--- config.mk ---
export PLATFORM = sky130hd
export DESIGN_NAME = can_irq_fifo_status_regs
export DESIGN_NICKNAME = d
export VERILOG_FILES = /design/src/can_irq_pkg.sv /design/src/can_irq_fifo_status_regs.sv
export VERILOG_INCLUDE_DIRS = /design/src
export SDC_FILE = /design/constraint.sdc
export NUM_CORES = 1
export LEC_CHECK = 0
export ABC_AREA = 0
export BUFFER_PORTS_ARGS = -buffer_cell sky130_fd_sc_hd__buf_2
export CAP_MARGIN = 25
export CORE_UTILIZATION = 40
export CTS_CLUSTER_SIZE = 40
export DETAILED_ROUTE_END_ITERATION = 16
export GPL_TIMING_DRIVEN = 0
export SYNTH_ARGS = -nofsm -noshare
export SYNTH_HDL_FRONTEND = slang
export SYNTH_SLANG_ARGS = --single-unit
--- constraint.sdc ---
create_clock -name ref_clk -period 2.3 [get_ports ref_clk]
set_input_delay 0.115 -clock ref_clk [delete_from_list [all_inputs] [get_ports ref_clk]]
set_output_delay 0.115 -clock ref_clk [all_outputs]
set_load 0.03 [all_outputs]
--- src/can_irq_params.svh ---
// offsets, field positions, reset values and codes of the interrupt,
// fifo and filter-status register block.
// assumes a 32-bit avalon slave, byte addresses, one register a word.
`ifndef CAN_IRQ_PARAMS_SVH
`define CAN_IRQ_PARAMS_SVH

// register byte offsets
`define OFS_DATA_FILTER_COUNT 5'h00
`define OFS_INTERRUPT_CODE    5'h04
`define OFS_FIFO_CONTROL      5'h08
`define OFS_FIFO_STATUS       5'h0C
`define OFS_INTERRUPT_FLAGS   5'h10
`define OFS_INTERRUPT_ENABLES 5'h14
`define OFS_MODE_CONTROL      5'h18

// interrupt flag / enable bit positions
`define BIT_TX_BUS_OFF   13
`define BIT_TX_PASSIVE   12
`define BIT_RX_PASSIVE   11
`define BIT_TX_WARN      10
`define BIT_RX_WARN      9
`define BIT_ANY_WARN     8
`define BIT_INVALID      7
`define BIT_WAKEUP       6
`define BIT_ERROR        5
`define BIT_FIFO_FULL    3
`define BIT_RX_OVERFLOW  2
`define BIT_RX_BUFFER    1
`define BIT_TX_BUFFER    0
`define FLAG_MASK        8'hEF

// interrupt source codes
`define CODE_FIFO_FULL   7'h44
`define CODE_RX_OVERFLOW 7'h43
`define CODE_WAKEUP      7'h42
`define CODE_ERROR       7'h41
`define CODE_NONE        7'h40

// field limits
`define FILTER_COUNT_MAX 5'h11
`define FILTER_HIT_MAX   5'h0F
`define DMA_SIZE_RSVD    3'h7

// field positions inside the words
`define POS_FILTER_HIT   8
`define POS_DMA_SIZE     13
`define POS_WRITE_PTR    8
`define POS_REQ_MODE     8
`define POS_CUR_MODE     5

// reset values
`define RST_MODE         3'h4
`define RST_CODE         7'h40

// bus idle is this many consecutive recessive bits
`define IDLE_BITS        4'hB

`endif

--- src/can_irq_pkg.sv ---
// types shared by the interrupt, fifo and filter-status block.
// assumes nothing of its surroundings.
package can_irq_pkg;

    // error-state levels reported by the protocol engine
    typedef struct packed {
        logic tx_bus_off_state;
        logic tx_error_passive_state;
        logic rx_error_passive_state;
        logic tx_warning_state;
        logic rx_warning_state;
    } err_state_t;

    // one-cycle event pulses from engine, filters and dma
    typedef struct packed {
        logic       invalid_message;
        logic       wakeup_activity;
        logic       fifo_almost_full;
        logic       rx_overflow;
        logic       rx_buffer_done;
        logic       tx_buffer_done;
        logic [3:0] buffer_number;
        logic       filter_accept;
        logic [4:0] filter_number;
        logic       fifo_written;
        logic       fifo_read;
    } event_t;

    // mode change tracker
    typedef enum logic [1:0] {
        MODE_STABLE  = 2'b01,
        MODE_PENDING = 2'b10
    } mode_state_t;

endpackage

--- src/can_irq_fifo_status_regs.sv ---
// interrupt, fifo and filter-status registers of a can controller.
// assumes avalon-mm master on ref_clk and engine pulses synchronous to it.
// What this block does
// - read-only 5-bit data-byte filter count
// - zero or codes 10010+ compare no bytes
// - matched filter number, 0 to 15 only
// - fixed codes for fifo, overflow, wakeup, error
// - buffer interrupt code equals buffer number
// - buffer-size code selects dma buffer count
// - writable fifo start buffer 0 to 31
// - read-only fifo write pointer
// - read-only fifo next-read pointer
// - bit 13 shows transmitter bus-off
// - bits 12, 11 show error-passive states
// - warning bits 10, 9 and combined 8
// - error flag set on new error state
// - invalid-message flag bit 7, software clear
// - wake-up flag bit 6, clear only
// - fifo almost-full flag bit 3
// - receive overflow flag bit 2
// - buffer flags bits 1, 0; bit 4 zero
// - enable bits match flags, reset zero
// - mode change waits for eleven recessive bits
//
// The placing of the registers and the Avalon-MM slave port were left to the implementer.
`include "can_irq_params.svh"
`timescale 1ns/1ns
`default_nettype none

module can_irq_fifo_status_regs (
    input  wire logic                  ref_clk,
    input  wire logic                  reset_n,
    input  wire logic [4:0]            address,
    input  wire logic                  read,
    input  wire logic                  write,
    input  wire logic [3:0]            byteenable,
    input  wire logic [31:0]           writedata,
    output logic      [31:0]           readdata,
    output logic                       waitrequest,
    input  wire can_irq_pkg::err_state_t err_state,
    input  wire can_irq_pkg::event_t   events,
    input  wire logic [4:0]            filter_bit_count_in,
    input  wire logic                  bit_tick,
    input  wire logic                  bus_recessive,
    output logic                       irq,
    output logic [4:0]                 filter_data_bits,
    output logic [4:0]                 fifo_write_pointer,
    output logic [2:0]                 current_mode
);

    // next fifo pointer: wraps to the start once past the dma area
    function automatic logic [5:0] ptr_next(input logic [5:0] p,
                                            input logic [5:0] cnt,
                                            input logic [4:0] st);
        logic [5:0] inc;
        inc = p + 6'h01;
        if (inc >= cnt) begin
            ptr_next = {1'b0, st};
        end else begin
            ptr_next = inc;
        end
    endfunction

    // buffer count in dma ram for a size code; reserved acts as 32
    function automatic logic [5:0] dma_count(input logic [2:0] s);
        case (s)
            3'h0:    dma_count = 6'h04;
            3'h1:    dma_count = 6'h06;
            3'h2:    dma_count = 6'h08;
            3'h3:    dma_count = 6'h0C;
            3'h4:    dma_count = 6'h10;
            3'h5:    dma_count = 6'h18;
            default: dma_count = 6'h20;
        endcase
    endfunction

    logic        wait_ff;
    logic [31:0] rdata_ff;
    logic        irq_ff;
    logic [4:0]  filter_count_ff;
    logic [4:0]  filter_bits_ff;
    logic [4:0]  matched_filter_number_ff;
    logic [2:0]  dma_buffer_count_sel_ff;
    logic [4:0]  fifo_start_buffer_ff;
    logic [5:0]  fifo_wr_ptr_ff;
    logic [5:0]  fifo_rd_ptr_ff;
    logic [7:0]  flags_ff;
    logic [7:0]  enables_ff;
    logic [5:0]  err_bits_ff;
    logic [3:0]  rx_buf_num_ff;
    logic [2:0]  tx_buf_num_ff;
    logic [2:0]  requested_mode_ff;
    logic [2:0]  current_mode_ff;
    logic [3:0]  idle_cnt_ff;
    can_irq_pkg::mode_state_t mode_st_ff;

    logic        wr_go;
    logic        rd_go;
    logic [5:0]  nxt_err_bits;
    logic [7:0]  flag_set;
    logic [7:0]  pending;
    logic [6:0]  code;
    logic [5:0]  buf_cnt;
    logic [31:0] rd_mux;

    // write accepted in the second request cycle, read data sampled in the first; every access has one wait
    assign wr_go   = write & ~wait_ff;
    assign rd_go   = read & wait_ff;
    assign buf_cnt = dma_count(dma_buffer_count_sel_ff);
    assign pending = flags_ff & enables_ff;

    // live error state word, warning combined from both directions
    always_comb begin
        nxt_err_bits = {err_state.tx_bus_off_state,
                        err_state.tx_error_passive_state,
                        err_state.rx_error_passive_state,
                        err_state.tx_warning_state,
                        err_state.rx_warning_state,
                        err_state.tx_warning_state
                        | err_state.rx_warning_state};
    end

    // hardware set sources for the clear-only flags
    always_comb begin
        flag_set = 8'h00;
        flag_set[`BIT_INVALID]     = events.invalid_message;
        flag_set[`BIT_WAKEUP]      = events.wakeup_activity;
        flag_set[`BIT_ERROR]       = |(nxt_err_bits & ~err_bits_ff);
        flag_set[`BIT_FIFO_FULL]   = events.fifo_almost_full;
        flag_set[`BIT_RX_OVERFLOW] = events.rx_overflow;
        flag_set[`BIT_RX_BUFFER]   = events.rx_buffer_done;
        flag_set[`BIT_TX_BUFFER]   = events.tx_buffer_done;
    end

    // fixed priority: error, overflow, wakeup, fifo, rx buf, tx buf
    always_comb begin
        if (pending[`BIT_ERROR]) begin
            code = `CODE_ERROR;
        end else if (pending[`BIT_RX_OVERFLOW]) begin
            code = `CODE_RX_OVERFLOW;
        end else if (pending[`BIT_WAKEUP]) begin
            code = `CODE_WAKEUP;
        end else if (pending[`BIT_FIFO_FULL]) begin
            code = `CODE_FIFO_FULL;
        end else if (pending[`BIT_RX_BUFFER]) begin
            code = {3'h0, rx_buf_num_ff};
        end else if (pending[`BIT_TX_BUFFER]) begin
            code = {4'h0, tx_buf_num_ff};
        end else begin
            code = `CODE_NONE;
        end
    end

    // read decode; unmapped addresses read zero
    always_comb begin
        rd_mux = 32'h0000_0000;
        if (address == `OFS_DATA_FILTER_COUNT) begin
            rd_mux[4:0] = filter_count_ff;
        end else if (address == `OFS_INTERRUPT_CODE) begin
            rd_mux[`POS_FILTER_HIT +: 5] = matched_filter_number_ff;
            rd_mux[6:0] = code;
        end else if (address == `OFS_FIFO_CONTROL) begin
            rd_mux[`POS_DMA_SIZE +: 3] = dma_buffer_count_sel_ff;
            rd_mux[4:0] = fifo_start_buffer_ff;
        end else if (address == `OFS_FIFO_STATUS) begin
            rd_mux[`POS_WRITE_PTR +: 6] = fifo_wr_ptr_ff;
            rd_mux[5:0] = fifo_rd_ptr_ff;
        end else if (address == `OFS_INTERRUPT_FLAGS) begin
            rd_mux[13:8] = err_bits_ff;
            rd_mux[7:0]  = flags_ff;
        end else if (address == `OFS_INTERRUPT_ENABLES) begin
            rd_mux[7:0] = enables_ff;
        end else if (address == `OFS_MODE_CONTROL) begin
            rd_mux[`POS_REQ_MODE +: 3] = requested_mode_ff;
            rd_mux[`POS_CUR_MODE +: 3] = current_mode_ff;
        end
    end

    // bus handshake: waitrequest drops for exactly one cycle per access
    always_ff @(posedge ref_clk or negedge reset_n) begin
        if (!reset_n) begin
            wait_ff  <= 1'b1;
            rdata_ff <= 32'h0000_0000;
        end else begin
            wait_ff <= ~((read | write) & wait_ff);
            if (rd_go) begin
                rdata_ff <= rd_mux;
            end
        end
    end

    // filter status: count sampled from filter config, hit on accept
    always_ff @(posedge ref_clk or negedge reset_n) begin
        if (!reset_n) begin
            filter_count_ff          <= 5'h00;
            filter_bits_ff           <= 5'h00;
            matched_filter_number_ff <= 5'h00;
        end else begin
            filter_count_ff <= filter_bit_count_in;
            // invalid codes must not widen the compare
            if (filter_bit_count_in > `FILTER_COUNT_MAX) begin
                filter_bits_ff <= 5'h00;
            end else begin
                filter_bits_ff <= filter_bit_count_in;
            end
            if (events.filter_accept
                && events.filter_number <= `FILTER_HIT_MAX) begin
                matched_filter_number_ff <= events.filter_number;
            end
        end
    end

    // fifo control: a write to byte 0 also restarts both pointers at the start
    always_ff @(posedge ref_clk or negedge reset_n) begin
        if (!reset_n) begin
            dma_buffer_count_sel_ff <= 3'h0;
            fifo_start_buffer_ff    <= 5'h00;
            fifo_wr_ptr_ff          <= 6'h00;
            fifo_rd_ptr_ff          <= 6'h00;
        end else if (wr_go && address == `OFS_FIFO_CONTROL) begin
            if (byteenable[1]) begin
                dma_buffer_count_sel_ff <= writedata[`POS_DMA_SIZE +: 3];
            end
            if (byteenable[0]) begin
                fifo_start_buffer_ff <= writedata[4:0];
                fifo_wr_ptr_ff       <= {1'b0, writedata[4:0]};
                fifo_rd_ptr_ff       <= {1'b0, writedata[4:0]};
            end
        end else begin
            if (events.fifo_written) begin
                fifo_wr_ptr_ff <= ptr_next(fifo_wr_ptr_ff, buf_cnt,
                                           fifo_start_buffer_ff);
            end
            if (events.fifo_read) begin
                fifo_rd_ptr_ff <= ptr_next(fifo_rd_ptr_ff, buf_cnt,
                                           fifo_start_buffer_ff);
            end
        end
    end

    // flags: writing zero clears, writing one keeps, a set wins
    always_ff @(posedge ref_clk or negedge reset_n) begin
        if (!reset_n) begin
            flags_ff    <= 8'h00;
            err_bits_ff <= 6'h00;
        end else begin
            err_bits_ff <= nxt_err_bits;
            if (wr_go && address == `OFS_INTERRUPT_FLAGS
                && byteenable[0]) begin
                flags_ff <= ((flags_ff & writedata[7:0]) | flag_set)
                            & `FLAG_MASK;
            end else begin
                flags_ff <= (flags_ff | flag_set) & `FLAG_MASK;
            end
        end
    end

    // enables, plus buffer numbers latched for the code
    always_ff @(posedge ref_clk or negedge reset_n) begin
        if (!reset_n) begin
            enables_ff    <= 8'h00;
            rx_buf_num_ff <= 4'h0;
            tx_buf_num_ff <= 3'h0;
        end else begin
            if (wr_go && address == `OFS_INTERRUPT_ENABLES
                && byteenable[0]) begin
                enables_ff <= writedata[7:0] & `FLAG_MASK;
            end
            if (events.rx_buffer_done) begin
                rx_buf_num_ff <= events.buffer_number;
            end
            if (events.tx_buffer_done) begin
                tx_buf_num_ff <= events.buffer_number[2:0];
            end
        end
    end

    // irq is registered so it lags the flag by one cycle
    always_ff @(posedge ref_clk or negedge reset_n) begin
        if (!reset_n) begin
            irq_ff <= 1'b0;
        end else begin
            irq_ff <= |pending;
        end
    end

    // mode request waits for a run of recessive bits before it lands
    always_ff @(posedge ref_clk or negedge reset_n) begin
        if (!reset_n) begin
            requested_mode_ff <= `RST_MODE;
            current_mode_ff   <= `RST_MODE;
            idle_cnt_ff       <= 4'h0;
            mode_st_ff        <= can_irq_pkg::MODE_STABLE;
        end else begin
            if (bit_tick) begin
                if (!bus_recessive) begin
                    idle_cnt_ff <= 4'h0;
                end else if (idle_cnt_ff != `IDLE_BITS) begin
                    idle_cnt_ff <= idle_cnt_ff + 4'h1;
                end
            end
            case (mode_st_ff)
                can_irq_pkg::MODE_STABLE: begin
                    if (requested_mode_ff != current_mode_ff) begin
                        mode_st_ff <= can_irq_pkg::MODE_PENDING;
                    end
                end
                default: begin
                    if (idle_cnt_ff == `IDLE_BITS) begin
                        current_mode_ff <= requested_mode_ff;
                        mode_st_ff      <= can_irq_pkg::MODE_STABLE;
                    end
                end
            endcase
            if (wr_go && address == `OFS_MODE_CONTROL && byteenable[1]) begin
                requested_mode_ff <= writedata[`POS_REQ_MODE +: 3];
            end
        end
    end

    assign readdata           = rdata_ff;
    assign waitrequest        = wait_ff;
    assign irq                = irq_ff;
    assign filter_data_bits   = filter_bits_ff;
    assign fifo_write_pointer = fifo_wr_ptr_ff[4:0];
    assign current_mode       = current_mode_ff;

endmodule

`default_nettype wire

; Word level (Yosys, flattened, before mapping)
; Cells that the tools add are included.
[totals]
regBits = 93
in_bits = 75
[classes]
n_addsub = 3
order_cmp = 4
n_eq_ne = 18
n_mux = 50
n_bitwise = 14
n_reduce_logical = 22
[op_table]
columns = operator, n
row1 = $mux 6, 16
row2 = $mux 11, 6
row3 = $mux 7, 7
row4 = $pmux 6 s6, 1
row5 = $mux 5, 4
row6 = $and 8x8->8, 2
row7 = $mux 8, 2
row8 = $or 8x8->8, 2
row9 = $eq 5x5->1 const B, 3
row10 = $reduce_and 2->1, 7
row11 = $add 6x1->6 const B, 2
row12 = $ge 6x6->1, 2
row13 = $mux 3, 4
row14 = $mux 4, 3
row15 = $eq 5x4->1 const B, 2
row16 = $mux 2, 5
row17 = $logic_and 1x1->1, 8
row18 = $reduce_or 8->1, 1
row19 = $and 6x6->6, 1
row20 = $eq 3x2->1 const B, 2
row21 = $eq 3x3->1 const B, 2
row22 = $not 6->6, 1
row23 = $reduce_bool 2->1, 3
row24 = $reduce_or 6->1, 1
row25 = 17 further kinds, 24

; Logic depth before layout (Yosys ltp)
; Gate-level depths: netlist (run 1).
[logic_depth]
ltp_word = 18
depth_mapped = 10

; Worst setup path before layout (run 1)
; No wires, ideal clock.
[synth_timing]
kind = reg-to-reg
from = register fifo_rd_ptr_ff[0]
to = register fifo_rd_ptr_ff[1]
setup_time_ps = 126
arrival_time_ps = 1997
slack_ps = 177
stages_incl_launch_ff = 11
n_path_buf = 1
period_less_slack_ps = 2123
path_cell_list = dfrtp_1 ha_1 nand3_1 xnor2_1 ha_1 or2_2 a21oi_1 a21oi_1 clkbuf_1 a32oi_1 a21oi_1
[synth_via]
elab_chain_len = 5
[synth_lines]
columns = element, line
row1 = "start, declared", can_irq_fifo_status_regs.sv:86  ; logic [5:0] fifo_rd_ptr_ff;
row2 = "start signal, assigned", can_irq_fifo_status_regs.sv:227  ; fifo_rd_ptr_ff <= {1'b0, writedata[4:0]};
row3 = "start signal, assigned", can_irq_fifo_status_regs.sv:235  ; fifo_rd_ptr_ff <= ptr_next(fifo_rd_ptr_ff, buf_cnt,
row4 = $add 6x1->6 *, can_irq_fifo_status_regs.sv:56  ; inc = p + 6'h01;
row5 = $ge 6x6->1, can_irq_fifo_status_regs.sv:57  ; if (inc >= cnt) begin
row6 = $mux 6 *, can_irq_fifo_status_regs.sv:57
row7 = $mux 6 *, can_irq_fifo_status_regs.sv:234  ; if (events.fifo_read) begin
row8 = $mux 6 *, can_irq_fifo_status_regs.sv:220  ; end else if (wr_go && address == `OFS_FIFO_CONTROL) begin
; Every way passes the cells marked *; elsewhere a longest branch is shown, timed or not. The select of a mux whose other input is x is not followed.
; A chain may end at the register's enable or synchronous reset.

; Worst setup path in the final report (run 1)
[layout_timing]
from = register fifo_rd_ptr_ff[0]
to = register fifo_rd_ptr_ff[2]
; Same word-level chain as after synthesis.

==> results of run 1 <==
## worst max-delay path by stage
stage	end
floorplan	fifo_rd_ptr_ff[1]
global placement	fifo_rd_ptr_ff[4]
CTS	fifo_wr_ptr_ff[3]
detailed placement	fifo_rd_ptr_ff[3]
global route	fifo_rd_ptr_ff[1]
finish	fifo_rd_ptr_ff[2]
## cells by family after synthesis
logic type	share of synthesized area, %
AOI/OAI and AO/OA	18.13
DFF	45.86
and+or+nand+nor	16.51
adders and majority gates	3.233
muxes	8.157
buffers and inverters	6.118
other	0.07454
xor gates and xnor gates	1.915
## metrics by stage
stage | hold slack, ns | util [%] | setup TNS [ns] | area (µm²)
after floorplan | -0.1806 | - | 0 | 5087
after CTS | 0.001433 | 52.56 | 0 | 6366
final | 0.006913 | 53.14 | 0 | 6436
after global routing | 0.004815 | 53.14 | 0 | 6436
after detailed placement | 0.1330 | 47.42 | -1.896 | 5743
after global placement | 0.2405 | 47.17 | -1.217 | 5713
## state kept, by name, indices dropped and copies added (netlist names), 5 cells and up
register	flops
filter_count_ff	5
matched_filter_number_ff	5
readdata	16
fifo_rd_ptr_ff	6
fifo_wr_ptr_ff	6
flags_ff	7
fifo_start_buffer_ff	5
enables_ff	7
err_bits_ff	6
filter_data_bits	5
## metal layers
| metal | track usage (%) | vias to the layer above |
|---|---|---|
| li1 | - | 2038 |
| met1 | 28.80 | 2072 |
| met2 | 36.08 | 154 |
| met3 | 5.664 | 25 |
| met4 | 8.312 | 0 |
| met5 | 0 | - |
## area by class of cell
class	instances	area, µm²
clock inverter	4	23.77
timing repair buffer	120	783.3
multi-input combinational	361	2537
tap	168	210.2
sequential	92	2313
fill	1095	5675
buffer	38	251.5
inverter	16	60.06
clock buffer	12	256.5
## layout by cell type (no fill, tap or decap), drive strengths merged, types with 17 or more instances in the layout
master and n:
mux2 31, nand2 40, nand3 24, dlygate4sd3 27, a21oi 22, clkbuf 17, o21ai 37, nor2 25
buf 126, dfrtp 88
## what timing repair did
item	4_1_cts	5_1_grt
pin swaps	0	6
endpoints found under the hold margin	69	0
hold buffers	27	0
setup buffers	6	3
gates resized for setup	10	11
endpoints found under the setup margin	12	11
## where the power goes
group | internal [W] | switching (W) | leakage, nW
Combinational | 0.000930 | 0.00111 | 1.74
Clock | 0.000788 | 0.000618 | 0.142
Sequential | 0.00186 | 0.000258 | 1.13
## critical path, cell delays in order, from the launching register on
cell and delay (ns):
dfrtp_2 0.38, ha_2 0.20, nand3_2 0.10, xnor2_2 0.19, ha_1 0.25, or2_2 0.27
a21oi_1 0.14, a21oi_1 0.07, buf_4 0.18, nand3b_1 0.16, a31oi_1 0.20
==> impl_metrics.json, run 1 <==
{
  "status": "completed",
  "r2r_end": "fifo_rd_ptr_ff[2]",
  "syn_area_mm2": 0.005031,
  "wl_met2_mm": 6.541,
  "hold_start": "events[4]",
  "route.met3.wl_um": 843,
  "insertion_delay_ns": 0.35,
  "n_antenna_cell": 0,
  "cts_root_buffer": "clkbuf_16",
  "cts_tree": "built",
  "yosysWarnings": 0,
  "grt_pass1_vias": 4319,
  "cts.sinks": 92,
  "initial_utilization_pct": 41.54,
  "yosys.cell_count.top_type": "dfrtp_1",
  "wl_per_cell_um": 16.98,
  "firstDrtPassIters": 7,
  "vias": 4289,
  "end_kind": "register",
  "rrSetupSlack_ns": 0.08,
  "wl_met1_mm": 6.074,
  "htree_num_levels": 3,
  "cp_max_fo": 10,
  "leakage_nw": 3.010,
  "via_per_inst": 5.289,
  "ant_nets": 0,
  "reg2reg_depth": 10,
  "required_ns": 2.56,
  "arrival_ns": 2.48,
  "die_area_mm2": 0.01303,
  "synth_top_flop_cell": "dfrtp_1",
  "cts_buffer_depth": 2,
  "period_needed_ns": 2.221,
  "rows": 40,
  "skew_ns": 0.003791,
  "yosys.area.top_type": "dfrtp_1",
  "fin_cells": 811,
  "pre_cts_slack_ns": -0.2049,
  "powerDensity_mw_per_mm2": 863.5,
  "coreArea_mm2": 0.01211,
  "finalSetupViolCount": 0,
  "synthCells": 492,
  "ir_drop_uv": 637.6,
  "ys_top_cells_by_count": "dfrtp_1 (88), nand2_1 (38), o21ai_0 (32)",
  "drt-initial-drc-count": 432,
  "netlist_top_cells_area": "dfrtp_1 (44%), mux2_2 (6.3%), buf_4 (3.4%), ha_1 (3.2%), o21ai_0 (3.2%)",
  "grt_first_pass_wirelength_mm": 22.02,
  "clk_pin_slew_ns": 0.06,
  "ys_ff_latch": 92,
  "setup.worst_path.class": "reg2reg",
  "min_to": "matched_filter_number_ff[2]",
  "r2r-start": "fifo_rd_ptr_ff[0]",
  "async_flop_share_pct": 100.0,
  "die_y_um": 114.2,
  "yosysUniqueCellTypes": 68,
  "synth_enable_flop_cells": 0,
  "postLayoutSetupSlackWorst_ns": 0.07940,
  "placed_cells_incl_taps": 759,
  "antenna_found_initial": 0,
  "hold_path_depth": 2,
  "die_w_um": 114.2,
  "area_growth_pct": 27.93,
  "grt_max_degree": 54,
  "syn_avg_cell_area_um2": 10.23,
  "hold_path_class": "in2reg",
  "cp-startpoint": "fifo_rd_ptr_ff[0]",
  "io_buffers": 83,
  "slew_headroom_pct": 62.20,
  "fmax_mhz": 450.3,
  "gp_congestion": 0.8991,
  "hold_violations": 0,
  "finalPower_w": 0.005557,
  "drc": 0,
  "crit_path_start_kind": "register",
  "worst_pin_slew_ns": 0.5670,
  "io_pins": 122,
  "drive_gt1_share_pct": 32.81,
  "nets": 726,
  "wirelength_mm": 13.77,
  "rsz0062_at_grt": "false",
  "hpwlAfterDp_mm": 10.31,
  "drv_slew": 0,
  "finalCritPeriodShare_pct": 96.55,
  "synth_top_area_share_pct": 43.77,
  "seq_area_frac_synth_pct": 45.86,
  "cap_viol_max_count": 0,
  "top_layer_used": "met4",
  "cts_buffers": 9,
  "overflow": 0,
  "grt_usage_pct": 22.29
}
Note: power is estimated with default switching activity, not from simulation.
==> inputs of run 2 (changes only) <==
--- a/config.mk
+++ b/config.mk
@@ -6,7 +6,7 @@
 export SDC_FILE = /design/constraint.sdc
 export NUM_CORES = 1
 export LEC_CHECK = 0
-export ABC_AREA = 0
+export ABC_AREA = 1
 export BUFFER_PORTS_ARGS = -buffer_cell sky130_fd_sc_hd__buf_2
 export CAP_MARGIN = 25
 export CORE_UTILIZATION = 40
==> impl_metrics.json, run 2 <==
{
  "finalSetupViolCount": 0,
  "drc": 0,
  "die_w_um": 114.9,
  "end_kind": "register",
  "cp.buffers_inverters": 2,
  "firstDrtPassIters": 4,
  "n_antenna_cell": 0,
  "synthAdderAreaFrac_pct": 3.190,
  "largest_reg_flops": 16,
  "final_common_cell": "nand2_1",
  "yosys.cell_count.top_type": "nand2_1",
  "hold_path_class": "in2reg",
  "postLayoutSetupSlackWorst_ns": 0.1427,
  "arrival_ns": 2.38,
  "drv_slew": 0,
  "grt_first_pass_wirelength_mm": 21.77,
  "yosysUniqueCellTypes": 36,
  "synth_enable_flop_cells": 0,
  "nets": 892,
  "vias": 4696,
  "via_per_inst": 4.811,
  "wl_per_cell_um": 13.34,
  "yosys.area.top_type": "dfrtp_1",
  "rows": 40,
  "synth-simple-area-share_pct": 29.87,
  "ir_drop_uv": 367.7,
  "finalCritPeriodShare_pct": 93.80,
  "area_growth_pct": 27.63,
  "ant_nets": 0,
  "cpMaxStageDelayCell": "dfrtp_2",
  "netlist_top_cells_area": "dfrtp_1 (43%), nand2_1 (13%), inv_1 (6.0%), nor2_1 (4.6%), nand3_1 (4.2%)",
  "wirelength_mm": 13.02,
  "gp_congestion": 0.8722,
  "io_buffers": 84,
  "clk_pin_slew_ns": 0.06,
  "skew_ns": 0.008689,
  "cap_viol_max_count": 0,
  "cp_max_fo": 6,
  "grt_usage_pct": 21.17,
  "initial_utilization_pct": 41.75,
  "synth_xor_area_share_pct": 1.202,
  "powerDensity_mw_per_mm2": 935.1,
  "grt_pass1_vias": 4671,
  "reg2reg_depth": 11,
  "crit_path_start_kind": "register",
  "cts_root_buffer": "clkbuf_16",
  "cp_top_family": "simple AND/OR/NAND/NOR gates",
  "syn_area_mm2": 0.005099,
  "fin_cells": 976,
  "cp.depth": 11,
  "cts.sinks": 92,
  "slew_headroom_pct": 60.03,
  "hold_path_depth": 2,
  "insertion_delay_ns": 0.34,
  "synthCells": 659,
  "syn_avg_cell_area_um2": 7.737,
  "ys_ff_latch": 92,
  "seq_area_frac_synth_pct": 45.25,
  "synth_top_flop_cell": "dfrtp_1",
  "required_ns": 2.52,
  "crit_path_max_incr_delay_ns": 0.44,
  "period_needed_ns": 2.157,
  "final_cell_mix": "nand2_1 (175), buf_2 (86), inv_1 (82)",
  "hold_violations": 0,
  "drive_gt1_share_pct": 22.52,
  "htree_num_levels": 3,
  "muxShareOfSynthArea_pct": 1.080,
  "setup.worst_path.class": "reg2reg",
  "yosysWarnings": 0,
  "leakage_nw": 3.488,
  "antenna_found_initial": 0,
  "synth_top_area_share_pct": 43.19,
  "fmax_mhz": 463.5,
  "async_flop_share_pct": 100.0,
  "coreArea_mm2": 0.01221,
  "io_pins": 122,
  "crit_chain": "nand4_1 > nor2_1 > xor2_1 > ha_1 > nand2_1 > inv_1 > a21oi_4 > buf_4 > nand4_1 > nand3_1 > a21oi_1",
  "cpMostUsedCell": "nand4_1",
  "drt-initial-drc-count": 203,
  "hpwlAfterDp_mm": 9.974,
  "pre_cts_slack_ns": -0.3469,
  "placed_cells_incl_taps": 927,
  "synth_top_family_by_area": "simple AND/OR/NAND/NOR gates",
  "synth-compound-area-share_pct": 8.515,
  "tns_ns": 0,
  "fin_util_pct": 53.29,
  "grt_max_degree": 48,
  "die_area_mm2": 0.01320,
  "overflow": 0,
  "cts_tree": "built",
  "cts_buffers": 9,
  "worst_pin_slew_ns": 0.5996,
  "ys_top_cells_by_count": "nand2_1 (178), dfrtp_1 (88), inv_1 (82)",
  "die_y_um": 114.9,
  "cts_buffer_depth": 2,
  "status": "completed"
}
run 2: changes by cell type in the layout (fill, tap and decap cells not counted), sizes merged, moves of 8 or more:
cell	delta
a21oi	+14
nand3	+19
inv	+68
nor2b	-11
nand2	+146
or3	-8
mux2	-27
nor2	+45
nand2b	-16
nand4	+32
run 2: kinds of logic after synthesis:
family          Yosys count
flops                    92
simple gates            339
mux                       5
fa+ha+maj                13
xor+xnor                  7
buf+inv                 118
other cells               1
compound gates           84
run 2: layer usage:
layer | global-route usage [%] | routed length (µm) | vias up
met4 | 6.840 | 221 | 0
met5 | 0 | 0 | -
met1 | 26.44 | 5925 | 2213
li1 | - | - | 2384
met3 | 3.743 | 343 | 19
met2 | 37.11 | 6534 | 80
run 2: where the power goes:
group | internal (W) | switching (W)
Clock | 0.000945 | 0.000584
Sequential | 0.00185 | 0.000220
Combinational | 0.00104 | 0.00145
Total | 0.00383 | 0.00225
run 2: layout make-up:
cell class              count  area [µm²]
well taps                 168       210.2
clock buffers              12       236.5
fillers                  1227        5704
plain buffers              32       229.0
clock inverters             3       65.06
inverters                  84       315.3
multi-input cells         464        2360
repair buffers            121       775.7
flip-flops and latches     92        2316
run 2: through the flow:
step / hold slack, ns / power (W) / cell area, µm²
3_5_place_dp: 0.1667 / 0.004139 / 5816
2_1_floorplan: -0.1806 / 0.003561 / 5155
3_3_place_gp: 0.2401 / 0.004072 / 5786
5_1_grt: 0.003459 / 0.006544 / 6507
4_1_cts: 0.0008349 / 0.005769 / 6359
6_report: 0.01138 / 0.006085 / 6507
run 2: worst paths after layout:
kind | start | to | slack (ns)
max in group asynchronous | reset_n | waitrequest | 1.27
min in group asynchronous | reset_n | idle_cnt_ff[3] | 0.31
min | events[5] | matched_filter_number_ff[3] | 0.01
max | fifo_rd_ptr_ff[3] | fifo_rd_ptr_ff[3] | 0.14
min reg2reg | readdata[3] | readdata[3] | 0.47
max reg2reg | fifo_rd_ptr_ff[3] | fifo_rd_ptr_ff[3] | 0.14
run 2: what timing repair did:
| action | in CTS | in global routing |
|---|---|---|
| pin swaps | 0 | 4 |
| setup buffers | 0 | 14 |
| hold buffers | 22 | 0 |
| endpoints found under the hold margin | 67 | 0 |
| resized for setup | 8 | 14 |
| setup endpoints to repair | 12 | 12 |
